$ cat config.mk
export PLATFORM = sky130hd
export DESIGN_NAME = ddmr_mode_regs
export DESIGN_NICKNAME = d
export VERILOG_FILES = /design/src/logic/ddmr_order.v /design/src/logic/ddmr_dll.v /design/src/logic/ddmr_mode_regs.v
export VERILOG_INCLUDE_DIRS = /design/src /design/src/logic
export SDC_FILE = /design/constraint.sdc
export NUM_CORES = 1
export LEC_CHECK = 0
export BUFFER_PORTS_ARGS = -buffer_cell sky130_fd_sc_hd__buf_2
export CAP_MARGIN = 10
export CORE_ASPECT_RATIO = 1.1
export CORE_MARGIN = 2
export CORE_UTILIZATION = 45
export DETAILED_ROUTE_END_ITERATION = 10
export GPL_ROUTABILITY_DRIVEN = 1
export GPL_TIMING_DRIVEN = 0
export PLACE_DENSITY = 0.7
export SYNTH_ARGS = -nofsm -noshare
export SYNTH_HDL_FRONTEND = slang
export SYNTH_HIERARCHICAL = 1
export SYNTH_SLANG_ARGS = --single-unit
$ cat constraint.sdc
create_clock -name clk_i -period 5.75 [get_ports clk_i]
set_input_delay 1.15 -clock clk_i [delete_from_list [all_inputs] [get_ports clk_i]]
set_output_delay 1.15 -clock clk_i [all_outputs]
set_load 0.03 [all_outputs]
$ cat src/logic/ddmr_consts.vh
// Constants for the DDR3 mode register decode block: field positions, codes and timing counts.
// Assumes inclusion by bare name from the design files of this block.
`ifndef DDMR_CONSTS_VH
`define DDMR_CONSTS_VH
`define DDMR_ADDR_W        18
`define DDMR_BA_BASE       3'h0
`define DDMR_BA_SECOND     3'h1
`define DDMR_BL_LSB        0
`define DDMR_BL_FIXED8     2'h0
`define DDMR_BL_OTF        2'h1
`define DDMR_BL_FIXED4     2'h2
`define DDMR_BT_BIT        3
`define DDMR_CL_LSB        4
`define DDMR_CL_LOW_BIT    2
`define DDMR_DLL_RST_BIT   8
`define DDMR_WR_LSB        9
`define DDMR_PD_BIT        12
`define DDMR_CHOP_ABIT     12
`define DDMR_DLL_DIS_BIT   0
`define DDMR_LEVEL_BIT     7
`define DDMR_QOFF_BIT      12
`define DDMR_RTT_B0        2
`define DDMR_RTT_B1        6
`define DDMR_RTT_B2        9
`define DDMR_BASE_RSV_MASK 18'h26080
`define DDMR_SEC_RSV_MASK  18'h26500
`define DDMR_DLL_LOCK_CYC  512
`define DDMR_BEATS         8
`endif

$ cat src/logic/ddmr_order.v
// Beat ordering: maps start column and beat index to the column offset of that beat.
// Assumes inputs come from the same clock domain; purely combinational.
`timescale 1ns/1ps
module ddmr_order (
   input  wire [2:0] start_col_i,
   input  wire [2:0] beat_i,
   input  wire       interleave_i,
   input  wire       chop_i,
   input  wire       is_write_i,
   output reg  [2:0] col_o
);
   // Writes ignore the low bits; chopped writes keep bit 2 only, full writes run 0..7.
   always @* begin
      if (is_write_i) begin
         col_o = chop_i ? {start_col_i[2], beat_i[1:0]} : beat_i;
      end else if (interleave_i) begin
         col_o = start_col_i ^ beat_i;
      end else begin
         // Rotate inside the starting nibble, then the other nibble; wrap stays in block.
         col_o = {start_col_i[2] ^ beat_i[2], start_col_i[1:0] + beat_i[1:0]};
      end
   end
endmodule // ddmr_order

$ cat src/logic/ddmr_dll.v
// DLL control: enable state, reset pulse and lock counting for the mode register block.
// Assumes a single clock and control pulses from the same domain.
`timescale 1ns/1ps
`include "ddmr_consts.vh"
module ddmr_dll #(
   parameter LOCK_CYC = `DDMR_DLL_LOCK_CYC
) (
   input  wire clk_i,
   input  wire reset_i,
   input  wire dll_enable_i,
   input  wire dll_reset_i,
   input  wire sr_enter_i,
   input  wire sr_exit_i,
   input  wire pd_enter_i,
   input  wire pd_exit_i,
   input  wire pd_keep_i,
   output wire dll_running_o,
   output wire dll_locked_o
);
   reg        sr_q;
   reg        pd_q;
   reg        sr_restart_q;
   reg [9:0]  lock_cnt_q;
   reg        locked_q;
   wire       restart;
   // Self refresh stops a running DLL; exit restarts it only if it was enabled.
   assign restart = dll_reset_i | (sr_exit_i & sr_restart_q);
   always @(posedge clk_i or posedge reset_i) begin
      if (reset_i) begin
         sr_q         <= 1'b0;
         pd_q         <= 1'b0;
         sr_restart_q <= 1'b0;
      end else begin
         if (sr_enter_i) begin
            sr_q         <= 1'b1;
            sr_restart_q <= dll_enable_i;
         end else if (sr_exit_i) begin
            sr_q <= 1'b0;
         end
         if (pd_enter_i) begin
            pd_q <= 1'b1;
         end else if (pd_exit_i) begin
            pd_q <= 1'b0;
         end
      end
   end
   // Precharge power-down stops the DLL unless the keep bit is set.
   assign dll_running_o = dll_enable_i & ~sr_q & ~(pd_q & ~pd_keep_i);
   // Lock counter restarts on each DLL reset; reads are not blocked, only flagged.
   always @(posedge clk_i or posedge reset_i) begin
      if (reset_i) begin
         lock_cnt_q <= 10'h000;
         locked_q   <= 1'b0;
      end else if (restart | ~dll_running_o) begin
         lock_cnt_q <= 10'h000;
         locked_q   <= 1'b0;
      end else if (!locked_q) begin
         if (lock_cnt_q == LOCK_CYC[9:0] - 10'h001) begin
            locked_q <= 1'b1;
         end
         lock_cnt_q <= lock_cnt_q + 10'h001;
      end
   end
   assign dll_locked_o = locked_q;
endmodule // ddmr_dll

$ cat src/logic/ddmr_mode_regs.v
// Operation
// - Burst field 00 fixed eight, 01 per command, 10 fixed four-beat chop.
// - Per-command mode: chop address bit low gives four beats, high eight.
// - Bursts wrap inside an aligned block of four or eight columns.
// - One burst length setting serves both reads and writes.
// - Base register bit 3 picks sequential or interleaved ordering.
// - Reads rotate within nibble sequentially, or XOR start with beat interleaved.
// - Chopped reads drive four beats then tri-state data and strobe four slots.
// - Writes ignore low start bits; chop uses bit 2, eight-beat runs 0..7.
// - Chopped bursts start internally at the same time as eight-beat bursts.
// - Writing DLL reset bit starts reset; the bit then clears itself.
// - Write recovery from bits 11..9: 5, 6, 7, 8, 10 or 12 cycles.
// - Bit 12 zero stops DLL in precharge power-down; one keeps it running.
// - CAS latency 5 to 14 whole cycles from the latency field.
// - First read data appears CAS latency cycles after the internal read.
// - Second register holds until rewritten or reset; array untouched.
// - Leveling with output disable allows all terminations, else write-legal only.
// - Second register bit 0 clear enables DLL, set disables it; enable is followed by a reset.
// - Self refresh stops an enabled DLL, exit re-enables and resets it.
// - A DLL disabled before self refresh stays disabled after exit.
// - Output disable bit tri-states all data and strobe outputs.
// Top of the mode register block: captures mode-set commands, decodes fields, sequences bursts.
// Assumes a decoded command stream on clk_i (the memory clock) with the reset already synchronous to it.
`timescale 1ns/1ps
`include "ddmr_consts.vh"
module ddmr_mode_regs #(
   parameter COL_W    = 10,
   parameter LOCK_CYC = `DDMR_DLL_LOCK_CYC
) (
   input  wire                    clk_i,
   input  wire                    reset_i,
   input  wire                    mrs_i,
   input  wire [2:0]              bank_addr_i,
   input  wire [`DDMR_ADDR_W-1:0] addr_i,
   input  wire                    read_i,
   input  wire                    write_i,
   input  wire [COL_W-1:0]        col_i,
   input  wire                    sr_enter_i,
   input  wire                    sr_exit_i,
   input  wire                    pd_enter_i,
   input  wire                    pd_exit_i,
   output reg  [`DDMR_ADDR_W-1:0] base_mode_register_o,
   output reg  [`DDMR_ADDR_W-1:0] second_mode_register_o,
   output reg  [3:0]              cas_read_latency_o,
   output reg  [3:0]              write_recovery_o,
   output wire                    burst_order_select_o,
   output wire                    powerdown_dll_keep_o,
   output wire                    dll_running_o,
   output wire                    dll_locked_o,
   output wire                    dll_reset_pulse_o,
   output reg                     rtt_allowed_o,
   output reg                     mode_error_o,
   output reg                     beat_valid_o,
   output reg                     beat_is_write_o,
   output reg  [COL_W-1:0]        beat_col_o,
   output reg                     dq_oe_o,
   output reg                     dqs_oe_o,
   output reg                     burst_busy_o
);
   localparam ST_IDLE  = 2'h0;
   localparam ST_WAIT  = 2'h1;
   localparam ST_BURST = 2'h2;

   reg  [1:0]       state_q;
   reg  [3:0]       wait_q;
   reg  [2:0]       beat_q;
   reg              chop_q;
   reg              wr_q;
   reg  [COL_W-1:0] col_q;
   reg              dll_rst_q;
   reg              chop_now;
   wire [2:0]       ord_col;
   wire [1:0]       bl_field;
   wire [2:0]       cl_field;
   wire [2:0]       wr_field;
   wire [2:0]       rtt_field;
   wire             qoff;
   wire             level;

   assign bl_field  = base_mode_register_o[`DDMR_BL_LSB+1:`DDMR_BL_LSB];
   assign cl_field  = base_mode_register_o[`DDMR_CL_LSB+2:`DDMR_CL_LSB];
   assign wr_field  = base_mode_register_o[`DDMR_WR_LSB+2:`DDMR_WR_LSB];
   assign qoff      = second_mode_register_o[`DDMR_QOFF_BIT];
   assign level     = second_mode_register_o[`DDMR_LEVEL_BIT];
   assign rtt_field = {second_mode_register_o[`DDMR_RTT_B2], second_mode_register_o[`DDMR_RTT_B1],
                       second_mode_register_o[`DDMR_RTT_B0]};
   assign burst_order_select_o = base_mode_register_o[`DDMR_BT_BIT];
   assign powerdown_dll_keep_o = base_mode_register_o[`DDMR_PD_BIT];
   assign dll_reset_pulse_o    = dll_rst_q;

   // Mode-set capture; the DLL reset bit is never stored, so it reads back cleared.
   always @(posedge clk_i or posedge reset_i) begin
      if (reset_i) begin
         base_mode_register_o   <= {`DDMR_ADDR_W{1'b0}};
         second_mode_register_o <= {`DDMR_ADDR_W{1'b0}};
         dll_rst_q              <= 1'b0;
      end else begin
         dll_rst_q <= 1'b0;
         if (mrs_i && bank_addr_i == `DDMR_BA_BASE) begin
            base_mode_register_o <= addr_i & ~(`DDMR_ADDR_W'h1 << `DDMR_DLL_RST_BIT);
            dll_rst_q            <= addr_i[`DDMR_DLL_RST_BIT];
         end else if (mrs_i && bank_addr_i == `DDMR_BA_SECOND) begin
            second_mode_register_o <= addr_i;
         end
      end
   end

   // CAS latency: codes 1..7 with bit 2 clear give 5..11, codes 0..2 with bit 2 set give 12..14.
   // Every other combination is reserved and decodes to 0, so mode_error_o can flag it.
   always @* begin
      case ({cl_field, base_mode_register_o[`DDMR_CL_LOW_BIT]})
         4'h1:    cas_read_latency_o = 4'hc;
         4'h3:    cas_read_latency_o = 4'hd;
         4'h5:    cas_read_latency_o = 4'he;
         4'h2:    cas_read_latency_o = 4'h5;
         4'h4:    cas_read_latency_o = 4'h6;
         4'h6:    cas_read_latency_o = 4'h7;
         4'h8:    cas_read_latency_o = 4'h8;
         4'ha:    cas_read_latency_o = 4'h9;
         4'hc:    cas_read_latency_o = 4'ha;
         4'he:    cas_read_latency_o = 4'hb;
         default: cas_read_latency_o = 4'h0;
      endcase
   end

   // Write recovery code table; code 0 stands for the longest supported value here.
   always @* begin
      case (wr_field)
         3'h1:    write_recovery_o = 4'h5;
         3'h2:    write_recovery_o = 4'h6;
         3'h3:    write_recovery_o = 4'h7;
         3'h4:    write_recovery_o = 4'h8;
         3'h5:    write_recovery_o = 4'ha;
         3'h6:    write_recovery_o = 4'hc;
         default: write_recovery_o = 4'hc;
      endcase
   end

   // Termination legality while leveling: with outputs on only write-legal values (0..3).
   always @* begin
      if (level && !qoff) begin
         rtt_allowed_o = (rtt_field <= 3'h3);
      end else begin
         rtt_allowed_o = (rtt_field <= 3'h5);
      end
   end

   // Flags settings the block cannot honour; purely informative, nothing is blocked.
   always @* begin
      mode_error_o = (bl_field == 2'h3) | (cas_read_latency_o == 4'h0) | ~rtt_allowed_o |
                     (wr_field == 3'h7) |
                     |(base_mode_register_o & `DDMR_BASE_RSV_MASK) |
                     |(second_mode_register_o & `DDMR_SEC_RSV_MASK);
   end

   // Chop decision at command time; the same setting serves reads and writes.
   always @* begin
      case (bl_field)
         `DDMR_BL_FIXED8: chop_now = 1'b0;
         `DDMR_BL_OTF:    chop_now = ~col_i[`DDMR_CHOP_ABIT % COL_W] ;
         `DDMR_BL_FIXED4: chop_now = 1'b1;
         default:         chop_now = 1'b0;
      endcase
   end

   ddmr_order u_order (
      .start_col_i  (col_q[2:0]),
      .beat_i       (beat_q),
      .interleave_i (burst_order_select_o),
      .chop_i       (chop_q),
      .is_write_i   (wr_q),
      .col_o        (ord_col)
   );

   // Burst sequencer: the latency wait is the same for chop and full bursts.
   always @(posedge clk_i or posedge reset_i) begin
      if (reset_i) begin
         state_q <= ST_IDLE;
         wait_q  <= 4'h0;
         beat_q  <= 3'h0;
         chop_q  <= 1'b0;
         wr_q    <= 1'b0;
         col_q   <= {COL_W{1'b0}};
      end else begin
         case (state_q)
            ST_IDLE: begin
               if (read_i || write_i) begin
                  chop_q  <= chop_now;
                  wr_q    <= write_i & ~read_i;
                  col_q   <= col_i;
                  beat_q  <= 3'h0;
                  wait_q  <= cas_read_latency_o - 4'h1;
                  state_q <= (cas_read_latency_o > 4'h1) ? ST_WAIT : ST_BURST;
               end
            end
            ST_WAIT: begin
               wait_q <= wait_q - 4'h1;
               if (wait_q == 4'h1) begin
                  state_q <= ST_BURST;
               end
            end
            ST_BURST: begin
               beat_q <= beat_q + 3'h1;
               if (beat_q == 3'h7) begin
                  state_q <= ST_IDLE;
               end
            end
            default: state_q <= ST_IDLE;
         endcase
      end
   end

   // Beat outputs: registered; chopped bursts keep the slot count but drive only four.
   always @(posedge clk_i or posedge reset_i) begin
      if (reset_i) begin
         beat_valid_o    <= 1'b0;
         beat_is_write_o <= 1'b0;
         beat_col_o      <= {COL_W{1'b0}};
         dq_oe_o         <= 1'b0;
         dqs_oe_o        <= 1'b0;
         burst_busy_o    <= 1'b0;
      end else begin
         burst_busy_o    <= (state_q != ST_IDLE);
         beat_is_write_o <= wr_q;
         if (state_q == ST_BURST && !(chop_q && beat_q[2])) begin
            beat_valid_o <= 1'b1;
            beat_col_o   <= {col_q[COL_W-1:3], ord_col};
            dq_oe_o      <= ~wr_q & ~qoff;
            dqs_oe_o     <= ~wr_q & ~qoff;
         end else begin
            beat_valid_o <= 1'b0;
            dq_oe_o      <= 1'b0;
            dqs_oe_o     <= 1'b0;
         end
      end
   end

   ddmr_dll #(
      .LOCK_CYC (LOCK_CYC)
   ) u_dll (
      .clk_i         (clk_i),
      .reset_i       (reset_i),
      .dll_enable_i  (~second_mode_register_o[`DDMR_DLL_DIS_BIT]),
      .dll_reset_i   (dll_rst_q),
      .sr_enter_i    (sr_enter_i),
      .sr_exit_i     (sr_exit_i),
      .pd_enter_i    (pd_enter_i),
      .pd_exit_i     (pd_exit_i),
      .pd_keep_i     (powerdown_dll_keep_o),
      .dll_running_o (dll_running_o),
      .dll_locked_o  (dll_locked_o)
   );
endmodule // ddmr_mode_regs

==> flow_summary_export.csv, run 1 <==
group,metric,value,unit
routing,drt-wirelength-per-cell,14.61,microns
routing,route.antenna.remaining_nets,0,
yosys,post_synth_instance_area,0.003994,sq mm
run,timing.max_cap.violations,0,
sta,maxSlewViolCount,0,
clock_tree,clkSinkCount,85,
clock_tree,tritoncts,"done",
cells_and_area,antenna_cells_inserted,0,
global_routing,grt_start_max_net_pins,72,
yosys,synth_cell_types,61,
setup_path,worst-setup-path-type,"flop to output port",
global_routing,first_global_vias,2745,
sta,tightestPinTransition,880.7,ps
floorplan,die_height,102.8,microns
global_routing,global_route.overflow_total,0,
cells_and_area,layout-drive-gt1-share,0.3468,
cells_and_area,synthToLayoutAreaGrowth,21.96,%
sta,finalHoldViolations,0,
sta,maxClockFrequency,325.2,MHz
placed_design,final_replace_weighted_congestion,0.7861,
floorplan,rows,36,
sta,final.period_utilization,0.5348,
power_and_ir_drop,cellLeakagePower,2.391,nW
yosys,postSynthRegisterBits,85,
yosys,netlist_instances,324,
routing,detailroute.via_count,2873,
placed_design,detail_placement_hpwl,5867,microns
global_routing,initial_antenna_violation_count,0,
routing,totalWireLength,8151,microns
yosys,synth_nets,376,
yosys,share_of_flip_flops_with_an_asynchronous_set_or_reset,1.000,
global_routing,global_route.usage.total,0.1746,
sta,final_tns_setup,0,ps
setup_path,setup.worst_path.start_class,"flop",
setup_path,critical_path.endpoint_type,"output port",
floorplan,design.die.area,0.009646,sq mm
yosys,synthesis.yosys.warnings,6,
cells_and_area,final_core_util,0.5574,
setup_path,timing.critical_path.arrival,1930,ps
floorplan,num_io_pins,106,
clock_tree,tritoncts.num_buffers,9,
clock_tree,cts_root_buffer,"clkbuf_8",
yosys,sequential_area_share_after_synthesis,0.5326,
sta,max-slew-margin-rel,0.4129,
power_and_ir_drop,worst_ir_drop_vdd,0.2556,mV
setup_path,crit_fanout,4,
placed_design,buffer_ports.inserted,104,
clock_tree,postCtsHoldBufs,0,
hold_path,worstHoldPathType,"flop to flop",
cells_and_area,mostFrequentLayoutCell,"buf_2",
clock_tree,cts_htree_levels,3,
cells_and_area,layout.cells.most_common_list,"107 x buf_2, 85 x dfrtp_1, 41 x mux2_1",
yosys,edff_count_synth,0,
clock_tree,cts.path.max_buffers,2,
routing,drt-pass1-iter-count,4,
clock_tree,cts.repair.resized,0,
yosys,yosys_most_used_dff,"dfrtp_1",
floorplan,die_w,93.83,microns
floorplan,initial_core_util,0.4570,
setup_path,cp.required,4600,ps
run_status,run_status,"completed",
sta,clock-skew-final,7.517,ps
global_routing,first_pass_grt_wire_length,13170,microns
sta,finalCriticalPeriod,3075,ps
routing,vias_per_cell,5.149,
cells_and_area,layout_nets,491,
clock_tree,cts_post_setup_buffers_inserted,0,
sta,setup_viol_count_final,0,
sta,rsz0062_at_grt,"no",
floorplan,core_area,0.008738,sq mm
power_and_ir_drop,p_per_area,456.6,mW/mm^2
yosys,post_synth.cell_area_avg,12.33,sq um
clock_tree,clk_latency,360,ps
clock_tree,clk_transition_reported_paths,80,ps
routing,post-route-drc-count,0,
routing,detailedRoute.firstIterationViolations,77,
-- area by class of cell --
type	instances	area [sq um]
buffer	15	93.84
tap	114	142.6
multi-input combinational	205	1702
fill	798	3867
timing repair buffer	104	520.5
clock inverter	3	42.54
sequential	85	2127
inverter	19	73.82
clock buffer	13	168.9
-- metal layers --
layer | global-route usage | wire length [microns] | vias up
met5 | 0 | 0 | -
met2 | 0.2665 | 3730 | 85
met1 | 0.2356 | 3740 | 1385
met4 | 0.09476 | 246 | 0
li1 | - | - | 1380
met3 | 0.03509 | 434 | 23
-- kinds of logic (layout without fill, tap and decap cells) --
kind of cell | after synthesis | in the layout | synth area share
flops | 85 | 85 | 0.5326
simple gates | 75 | 75 | 0.1219
compound gates | 56 | 56 | 0.09054
mux | 56 | 56 | 0.1642
buf+inv | 34 | 154 | 0.04135
fa+ha+maj | 12 | 12 | 0.03759
xor+xnor | 5 | 5 | 0.01097
other cells | 1 | 1 | 0.0009389
-- registers in the layout, indices dropped and copies added (netlist names) --
register / flops
base_mode_register_o: 17
beat_col_o: 10
beat_is_write_o: 1
beat_q: 3
beat_valid_o: 1
burst_busy_o: 1
chop_q: 1
col_q: 10
dll_reset_pulse_o: 1
dqs_oe_o: 1
second_mode_register_o: 18
state_q: 2
u_dll/dll_locked_o: 1
u_dll/lock_cnt_q: 10
u_dll/pd_q: 1
u_dll/sr_q: 1
u_dll/sr_restart_q: 1
wait_q: 4
wr_q: 1
-- where the power goes --
group,switching (mW),leakage (nW),internal (mW)
registers,0.137,1.04,0.769
clock network,0.214,0.106,0.236
logic,0.520,1.24,0.347
total,0.871,2.39,1.35
-- metrics by stage --
stage	cells	worst slack (ps)	cell area (sq um)	power, mW	hold WS [ps]
floorplan	324	2672	3994	1.541	450.2
global placement	542	1892	4657	1.766	462.8
detailed placement	542	3045	4659	1.792	469.3
CTS	558	2643	4871	2.241	488.5
global route	558	2561	4871	2.360	503.5
finish	558	2675	4871	2.224	485.4
-- cell usage after synthesis (2+ instances only) --
| cell type | n | area, sq um |
|---|---|---|
| buf_2 | 3 | 15.01 |
| nor2_1 | 11 | 41.29 |
| dfrtp_1 | 85 | 2127 |
| nor2b_1 | 6 | 37.54 |
| or4_1 | 5 | 37.54 |
| nand3b_1 | 3 | 22.52 |
| mux2_2 | 3 | 33.78 |
| inv_1 | 17 | 63.81 |
| buf_4 | 5 | 37.54 |
| mux2_4 | 8 | 120.1 |
| xor2_1 | 3 | 26.28 |
| mux2_1 | 41 | 461.7 |
| a22o_1 | 2 | 17.52 |
| nor3_1 | 6 | 30.03 |
| xnor2_1 | 2 | 17.52 |
| a31oi_1 | 2 | 12.51 |
| clkbuf_1 | 5 | 18.77 |
| and2_1 | 3 | 18.77 |
| nand3_1 | 2 | 10.01 |
| or3b_1 | 2 | 17.52 |
| o21bai_1 | 2 | 15.01 |
| nand4b_1 | 2 | 17.52 |
| o31ai_1 | 3 | 22.52 |
| a21o_1 | 3 | 22.52 |
| buf_6 | 2 | 22.52 |
| inv_2 | 2 | 7.510 |
| nand2b_1 | 3 | 18.77 |
| mux2i_1 | 4 | 40.04 |
| nand2_2 | 2 | 12.51 |
| o21ai_1 | 11 | 55.05 |
| or3_2 | 2 | 15.01 |
| o21ai_0 | 6 | 30.03 |
| a21oi_1 | 15 | 75.07 |
| ha_1 | 12 | 150.1 |
| o221a_1 | 2 | 22.52 |
| nand2_1 | 14 | 52.55 |
-- critical path, stage by stage (launching register included) --
cell and delay (ps):
dfrtp_1 430, ha_1 190, or4_1 470, a31oi_1 150
nand4_1 110, buf_2 210
-- path summary, 6_finish.rpt --
| kind | cells after the start | to | startpoint | slack (ps) |
|---|---|---|---|---|
| max | 5 | mode_error_o | base_mode_register_o[1] | 2670 |
| min | 1 | second_mode_register_o[2] | second_mode_register_o[2] | 490 |
| max reg2reg | 4 | col_q[5] | state_q[1] | 4210 |
| min reg2reg | 1 | second_mode_register_o[2] | second_mode_register_o[2] | 490 |
| max in group asynchronous | 2 | beat_col_o[6] | reset_i | 4190 |
| min in group asynchronous | 2 | u_dll/lock_cnt_q[3] | reset_i | 850 |
(Power assumes the default switching activity.)
==> inputs of run 2 (changes only) <==
PLACE_DENSITY = 0.73   (was 0.7)
clock period = 2.8 ns   (was 5.75 ns; I/O delays follow)
==> run 2 against run 1 <==
Worst setup slack lost 2300 ps. Non-clock buffer count is the same. Via count grew 0.80%. Cell area is the same. Critical path depth is the same. Worst hold slack lost 220 ps. Sequential power grew 110%. Clock skew is essentially flat. Utilization is the same. Register-to-register slack lost 3000 ps.
==> flow_summary_export.csv, run 2 (synthesized netlist as in run 1, its figures left out) <==
group,metric,value,unit
cells_and_area,top_register,"second_mode_register_o",
power_and_ir_drop,p_per_area,936.8,mW/mm^2
routing,vias_per_cell,5.190,
run,timing.max_cap.violations,0,
setup_path,r2r_setup_slack,1260,ps
sta,finalCriticalPeriod,2467,ps
setup_path,setup.worst_path.start_class,"flop",
clock_tree,cts_htree_levels,3,
floorplan,rows,36,
global_routing,global_route.usage.met2,0.2956,
sta,tightestPinTransition,892.3,ps
cells_and_area,design_area,0.004871,sq mm
placed_design,detail_placement_hpwl,6078,microns
clock_tree,cts.path.max_buffers,2,
setup_path,timing.critical_path.arrival,1910,ps
placed_design,final_replace_weighted_congestion,0.7657,
hold_path,worstHoldPathType,"primary input to async pin",
global_routing,global_route.usage.total,0.1830,
cells_and_area,final_core_util,0.5574,
global_routing,grt_start_max_net_pins,72,
cells_and_area,mostFrequentLayoutCell,"buf_2",
cells_and_area,layout.cells.most_common_list,"107 x buf_2, 85 x dfrtp_1, 41 x mux2_1",
sta,finalHoldViolations,0,
sta,rsz0062_at_grt,"no",
cells_and_area,layout_top_registers,"second_mode_register_o: 18 flops, base_mode_register_o: 17 flops",
routing,detailroute.via_count,2896,
routing,route.antenna.remaining_nets,0,
placed_design,dpl_cell_area,0.004659,sq mm
floorplan,initial_core_util,0.4570,
cells_and_area,antenna_cells_inserted,0,
clock_tree,cts_root_buffer,"clkbuf_8",
cells_and_area,layout_nets,491,
setup_path,cp.required,2240,ps
routing,drt-wirelength-per-cell,14.94,microns
global_routing,grt_use_met1,0.2389,
routing,drt-pass1-iter-count,6,
sta,hold_ws,268.1,ps
clock_tree,cts_post_setup_buffers_inserted,0,
clock_tree,clkSinkCount,85,
cells_and_area,flip_flop_count_of_the_largest_register_after_layout,18,
setup_path,worst-setup-path-type,"flop to output port",
floorplan,core_area,0.008738,sq mm
floorplan,design.die.area,0.009646,sq mm
global_routing,global_route.overflow_total,0,
sta,maxClockFrequency,405.3,MHz
setup_path,critical_path.endpoint_type,"output port",
clock_tree,tritoncts.num_buffers,9,
sta,final_tns_setup,0,ps
routing,post-route-drc-count,0,
global_routing,grt_use_met3,0.03582,
cells_and_area,layout-drive-gt1-share,0.3468,
sta,max-slew-margin-rel,0.4051,
floorplan,num_io_pins,106,
global_routing,initial_antenna_violation_count,0,
sta,final.period_utilization,0.8812,
power_and_ir_drop,worst_ir_drop_vdd,0.4909,mV
sta,maxSlewViolCount,0,
clock_tree,cts.repair.resized,0,
clock_tree,postCtsHoldBufs,0,
power_and_ir_drop,cellLeakagePower,2.391,nW
placed_design,buffer_ports.inserted,104,
routing,totalWireLength,8338,microns
cells_and_area,synthToLayoutAreaGrowth,21.96,%
sta,setup_viol_count_final,0,
global_routing,first_pass_grt_wire_length,13720,microns
clock_tree,clk_transition_reported_paths,80,ps
sta,clock-skew-final,7.317,ps
clock_tree,tritoncts,"done",
setup_path,crit_fanout,4,
run_status,run_status,"completed",
floorplan,die_height,102.8,microns
clock_tree,clk_latency,350,ps
global_routing,top_usage_layer,"met2",
routing,detailedRoute.firstIterationViolations,98,
cells_and_area,fillCellCount,801,
power_and_ir_drop,report.power.total,4.563,mW
floorplan,die_w,93.83,microns
global_routing,first_global_vias,2837,
==> run 2: where the power goes <==
| part | switching [mW] | internal (mW) |
|---|---|---|
| sequential | 0.290 | 1.58 |
| clock | 0.425 | 0.485 |
| combinational | 1.07 | 0.716 |
| total | 1.78 | 2.78 |
==> run 2: per-stage QoR <==
stage / setup slack, ps / cells
6_report: 332.7 / 558
5_1_grt: 171.7 / 558
4_1_cts: 286.7 / 558
3_5_place_dp: 689.7 / 542
3_3_place_gp: -514.4 / 542
2_1_floorplan: 312.0 / 324
==> run 2: final timing paths <==
kind                                         start            endpoint  cells after the start
max                        base_mode_register_o[0]        mode_error_o                      5
min                                        reset_i  u_dll/sr_restart_q                      2
max reg2reg                             state_q[1]            col_q[7]                      4
min reg2reg                             u_dll/pd_q          u_dll/pd_q                      1
max in group asynchronous                  reset_i            col_q[6]                      2
min in group clk_i                      pd_enter_i          u_dll/pd_q                      2
==> run 2: critical path, cell delays in order, from the launching register on <==
cell     delay, ps
dfrtp_1        420
ha_1           200
or4_1          470
a31oi_1        160
nand4_1        100
buf_2          200
==> run 2: final cells by class <==
type | instances | area [sq um] | share of cell area
Sequential cell | 85 | 2127 | 0.4367
Multi-Input combinational cell | 205 | 1702 | 0.3493
Timing Repair Buffer | 104 | 520.5 | 0.1069
Clock buffer | 13 | 168.9 | 0.03468
Tap cell | 114 | 142.6 | 0.02928
Buffer | 15 | 93.84 | 0.01927
Inverter | 19 | 73.82 | 0.01516
Clock inverter | 3 | 42.54 | 0.008734
==> run 2: metal layers <==
metal,share of wire,vias to the layer above,wire length (microns)
met1,0.45,1420,3711
met2,0.49,84,4075
li1,-,1381,-
met5,0,-,0
met4,0.014,0,116
met3,0.052,11,435
==> inputs of run 3 (changes only) <==
BUFFER_PORTS_ARGS = -buffer_cell sky130_fd_sc_hd__buf_4   (was -buffer_cell sky130_fd_sc_hd__buf_2)
==> run 3 against run 2 <==
First-iteration DRC count grew 13%. Clock-buffer cell count shrank 3. Critical endpoint unchanged. Cell area grew 4.7%. Highest routed layer unchanged. Largest power group is now combinational cells. Flip-flop and latch count is the same. Power grew 1.8%.
==> flow_summary_export.csv, run 3 (synthesized netlist as in run 1, its figures left out) <==
group,metric,value,unit
run_status,run_status,"completed",
power_and_ir_drop,internal-power,2.853,mW
placed_design,placed_cells_incl_taps,542,
cells_and_area,top_register,"second_mode_register_o",
cells_and_area,layout.cells.most_common_list,"109 x buf_4, 85 x dfrtp_1, 41 x mux2_1",
global_routing,global_route.usage.total,0.1828,
clock_tree,clkSinkCount,85,
sta,setup_viol_count_final,0,
sta,finalHoldViolations,0,
clock_tree,cts.path.max_buffers,2,
floorplan,rows,36,
cells_and_area,layout_top_registers,"second_mode_register_o: 18 flops, base_mode_register_o: 17 flops",
setup_path,path_delay_family,"simple AND/OR/NAND/NOR gates",
sta,final_critical_path_setup_slack,340.0,ps
routing,detailedRoute.firstIterationViolations,111,
cells_and_area,synthToLayoutAreaGrowth,27.69,%
routing,detailroute.via_count,2896,
sta,maxClockFrequency,406.5,MHz
power_and_ir_drop,share_clk_of_total_power,0.178,
cells_and_area,fillCellCount,783,
setup_path,timing.critical_path.arrival,1900,ps
clock_tree,cts_root_buffer,"clkbuf_8",
power_and_ir_drop,share_of_total_power_consumed_by_net_switching,0.3856,
placed_design,buffer_ports.inserted,104,
global_routing,initial_antenna_violation_count,0,
sta,max-slew-margin-rel,0.4163,
routing,drt-pass1-iter-count,4,
cells_and_area,layout-drive-gt1-share,0.3454,
sta,hold_ws,277.1,ps
clock_tree,cts.repair.resized,0,
cells_and_area,mostFrequentLayoutCell,"buf_4",
placed_design,final_replace_weighted_congestion,0.7356,
floorplan,num_io_pins,106,
setup_path,crit_fanout,4,
clock_tree,cts_post_setup_buffers_inserted,0,
setup_path,cpPeakStageDelay,470,ps
cells_and_area,register_area,0.002127,sq mm
cells_and_area,final_core_util,0.5836,
setup_path,cpMaxStageDelayCell,"or4_1",
setup_path,cp.required,2240,ps
clock_tree,postCtsHoldBufs,0,
setup_path,crit_chain,"ha_1 > or4_1 > a31oi_1 > nand4_1 > buf_4",
setup_path,critical_path.endpoint_type,"output port",
sta,final.period_utilization,0.8786,
placed_design,detail_placement_hpwl,6194,microns
routing,route.antenna.remaining_nets,0,
power_and_ir_drop,p_per_area,910.7,mW/mm^2
floorplan,core_area,0.008738,sq mm
sta,tightestPinTransition,875.5,ps
floorplan,initial_core_util,0.4570,
setup_path,setup.worst_path.start_class,"flop",
clock_tree,tritoncts.num_buffers,9,
power_and_ir_drop,worst_ir_drop_vdd,0.4523,mV
sta,maxSlewViolCount,0,
cells_and_area,antenna_cells_inserted,0,
power_and_ir_drop,cellLeakagePower,2.455,nW
sta,clock-skew-final,8.379,ps
power_and_ir_drop,report.power.total,4.645,mW
clock_tree,clk_transition_reported_paths,80,ps
global_routing,global_route.overflow_total,0,
cells_and_area,design_area,0.005100,sq mm
placed_design,pre_cts_ws,701.5,ps
routing,drt-wirelength-per-cell,15.22,microns
floorplan,design.die.area,0.009646,sq mm
power_and_ir_drop,total_switching_power,1.791,mW
clock_tree,cts_htree_levels,3,
sta,final_tns_setup,0,ps
floorplan,die_height,102.8,microns
power_and_ir_drop,pwr-share-seq,0.405,
routing,vias_per_cell,5.199,
floorplan,die_w,93.83,microns
sta,rsz0062_at_grt,"no",
global_routing,first_pass_grt_wire_length,13860,microns
setup_path,worst-setup-path-type,"flop to output port",
routing,totalWireLength,8480,microns
cells_and_area,multi_input_comb_area,0.001702,sq mm
clock_tree,tritoncts,"done",
placed_design,dpl_cell_area,0.004920,sq mm
cells_and_area,flip_flop_count_of_the_largest_register_after_layout,18,
clock_tree,clk_latency,340,ps
setup_path,critPathBufInv,1,
run,timing.max_cap.violations,0,
cells_and_area,layout_nets,491,
power_and_ir_drop,power_frac_comb,0.417,
global_routing,grt_start_max_net_pins,72,
cells_and_area,fin_cells,557,
global_routing,first_global_vias,2880,
sta,finalCriticalPeriod,2460,ps
hold_path,worstHoldPathType,"primary input to async pin",
routing,post-route-drc-count,0,
run 3: cell types whose count changed in the layout (fill, tap and decap cells not counted), sizes merged:
cell	previous run	this run
clkinv	1	3
clkbuf	18	15
run 3: path summary, 6_finish.rpt:
| kind | startpoint | endpoint | slack (ps) | depth (start not counted) |
|---|---|---|---|---|
| setup / recovery | base_mode_register_o[0] | mode_error_o | 340 | 5 |
| hold / removal | reset_i | u_dll/pd_q | 280 | 2 |
| setup reg to reg | u_dll/dll_locked_o | u_dll/lock_cnt_q[9] | 1270 | 3 |
| hold reg to reg | u_dll/pd_q | u_dll/pd_q | 490 | 1 |
| max in group asynchronous | reset_i | second_mode_register_o[0] | 1820 | 2 |
| min in group clk_i | pd_enter_i | u_dll/pd_q | 390 | 2 |
run 3: per-layer routing:
layer	global-route usage	up-vias	share of wire	wire length (microns)
li1	-	1373	-	-
met1	0.2334	1422	0.42	3588
met2	0.3060	91	0.49	4182
met3	0.04751	10	0.070	592
met4	0.06020	0	0.014	117
met5	0	-	0	0
run 3: area by class of cell:
type / count / share of cell area
Timing Repair Buffer: 104 / 0.1531
Clock buffer: 10 / 0.02502
Clock inverter: 5 / 0.01030
Inverter: 19 / 0.01447
Sequential cell: 85 / 0.4171
Multi-Input combinational cell: 205 / 0.3337
Tap cell: 114 / 0.02797
Buffer: 15 / 0.01840
run 3: power by group through the flow:
stage	clock, mW	sequential [mW]	combinational, mW
global placement	0	1.88	1.91
detailed placement	0	1.91	1.96
finish	0.825	1.88	1.94
global route	0.901	1.94	2.09
CTS	0.846	1.88	1.96
floorplan	0	2.24	0.927
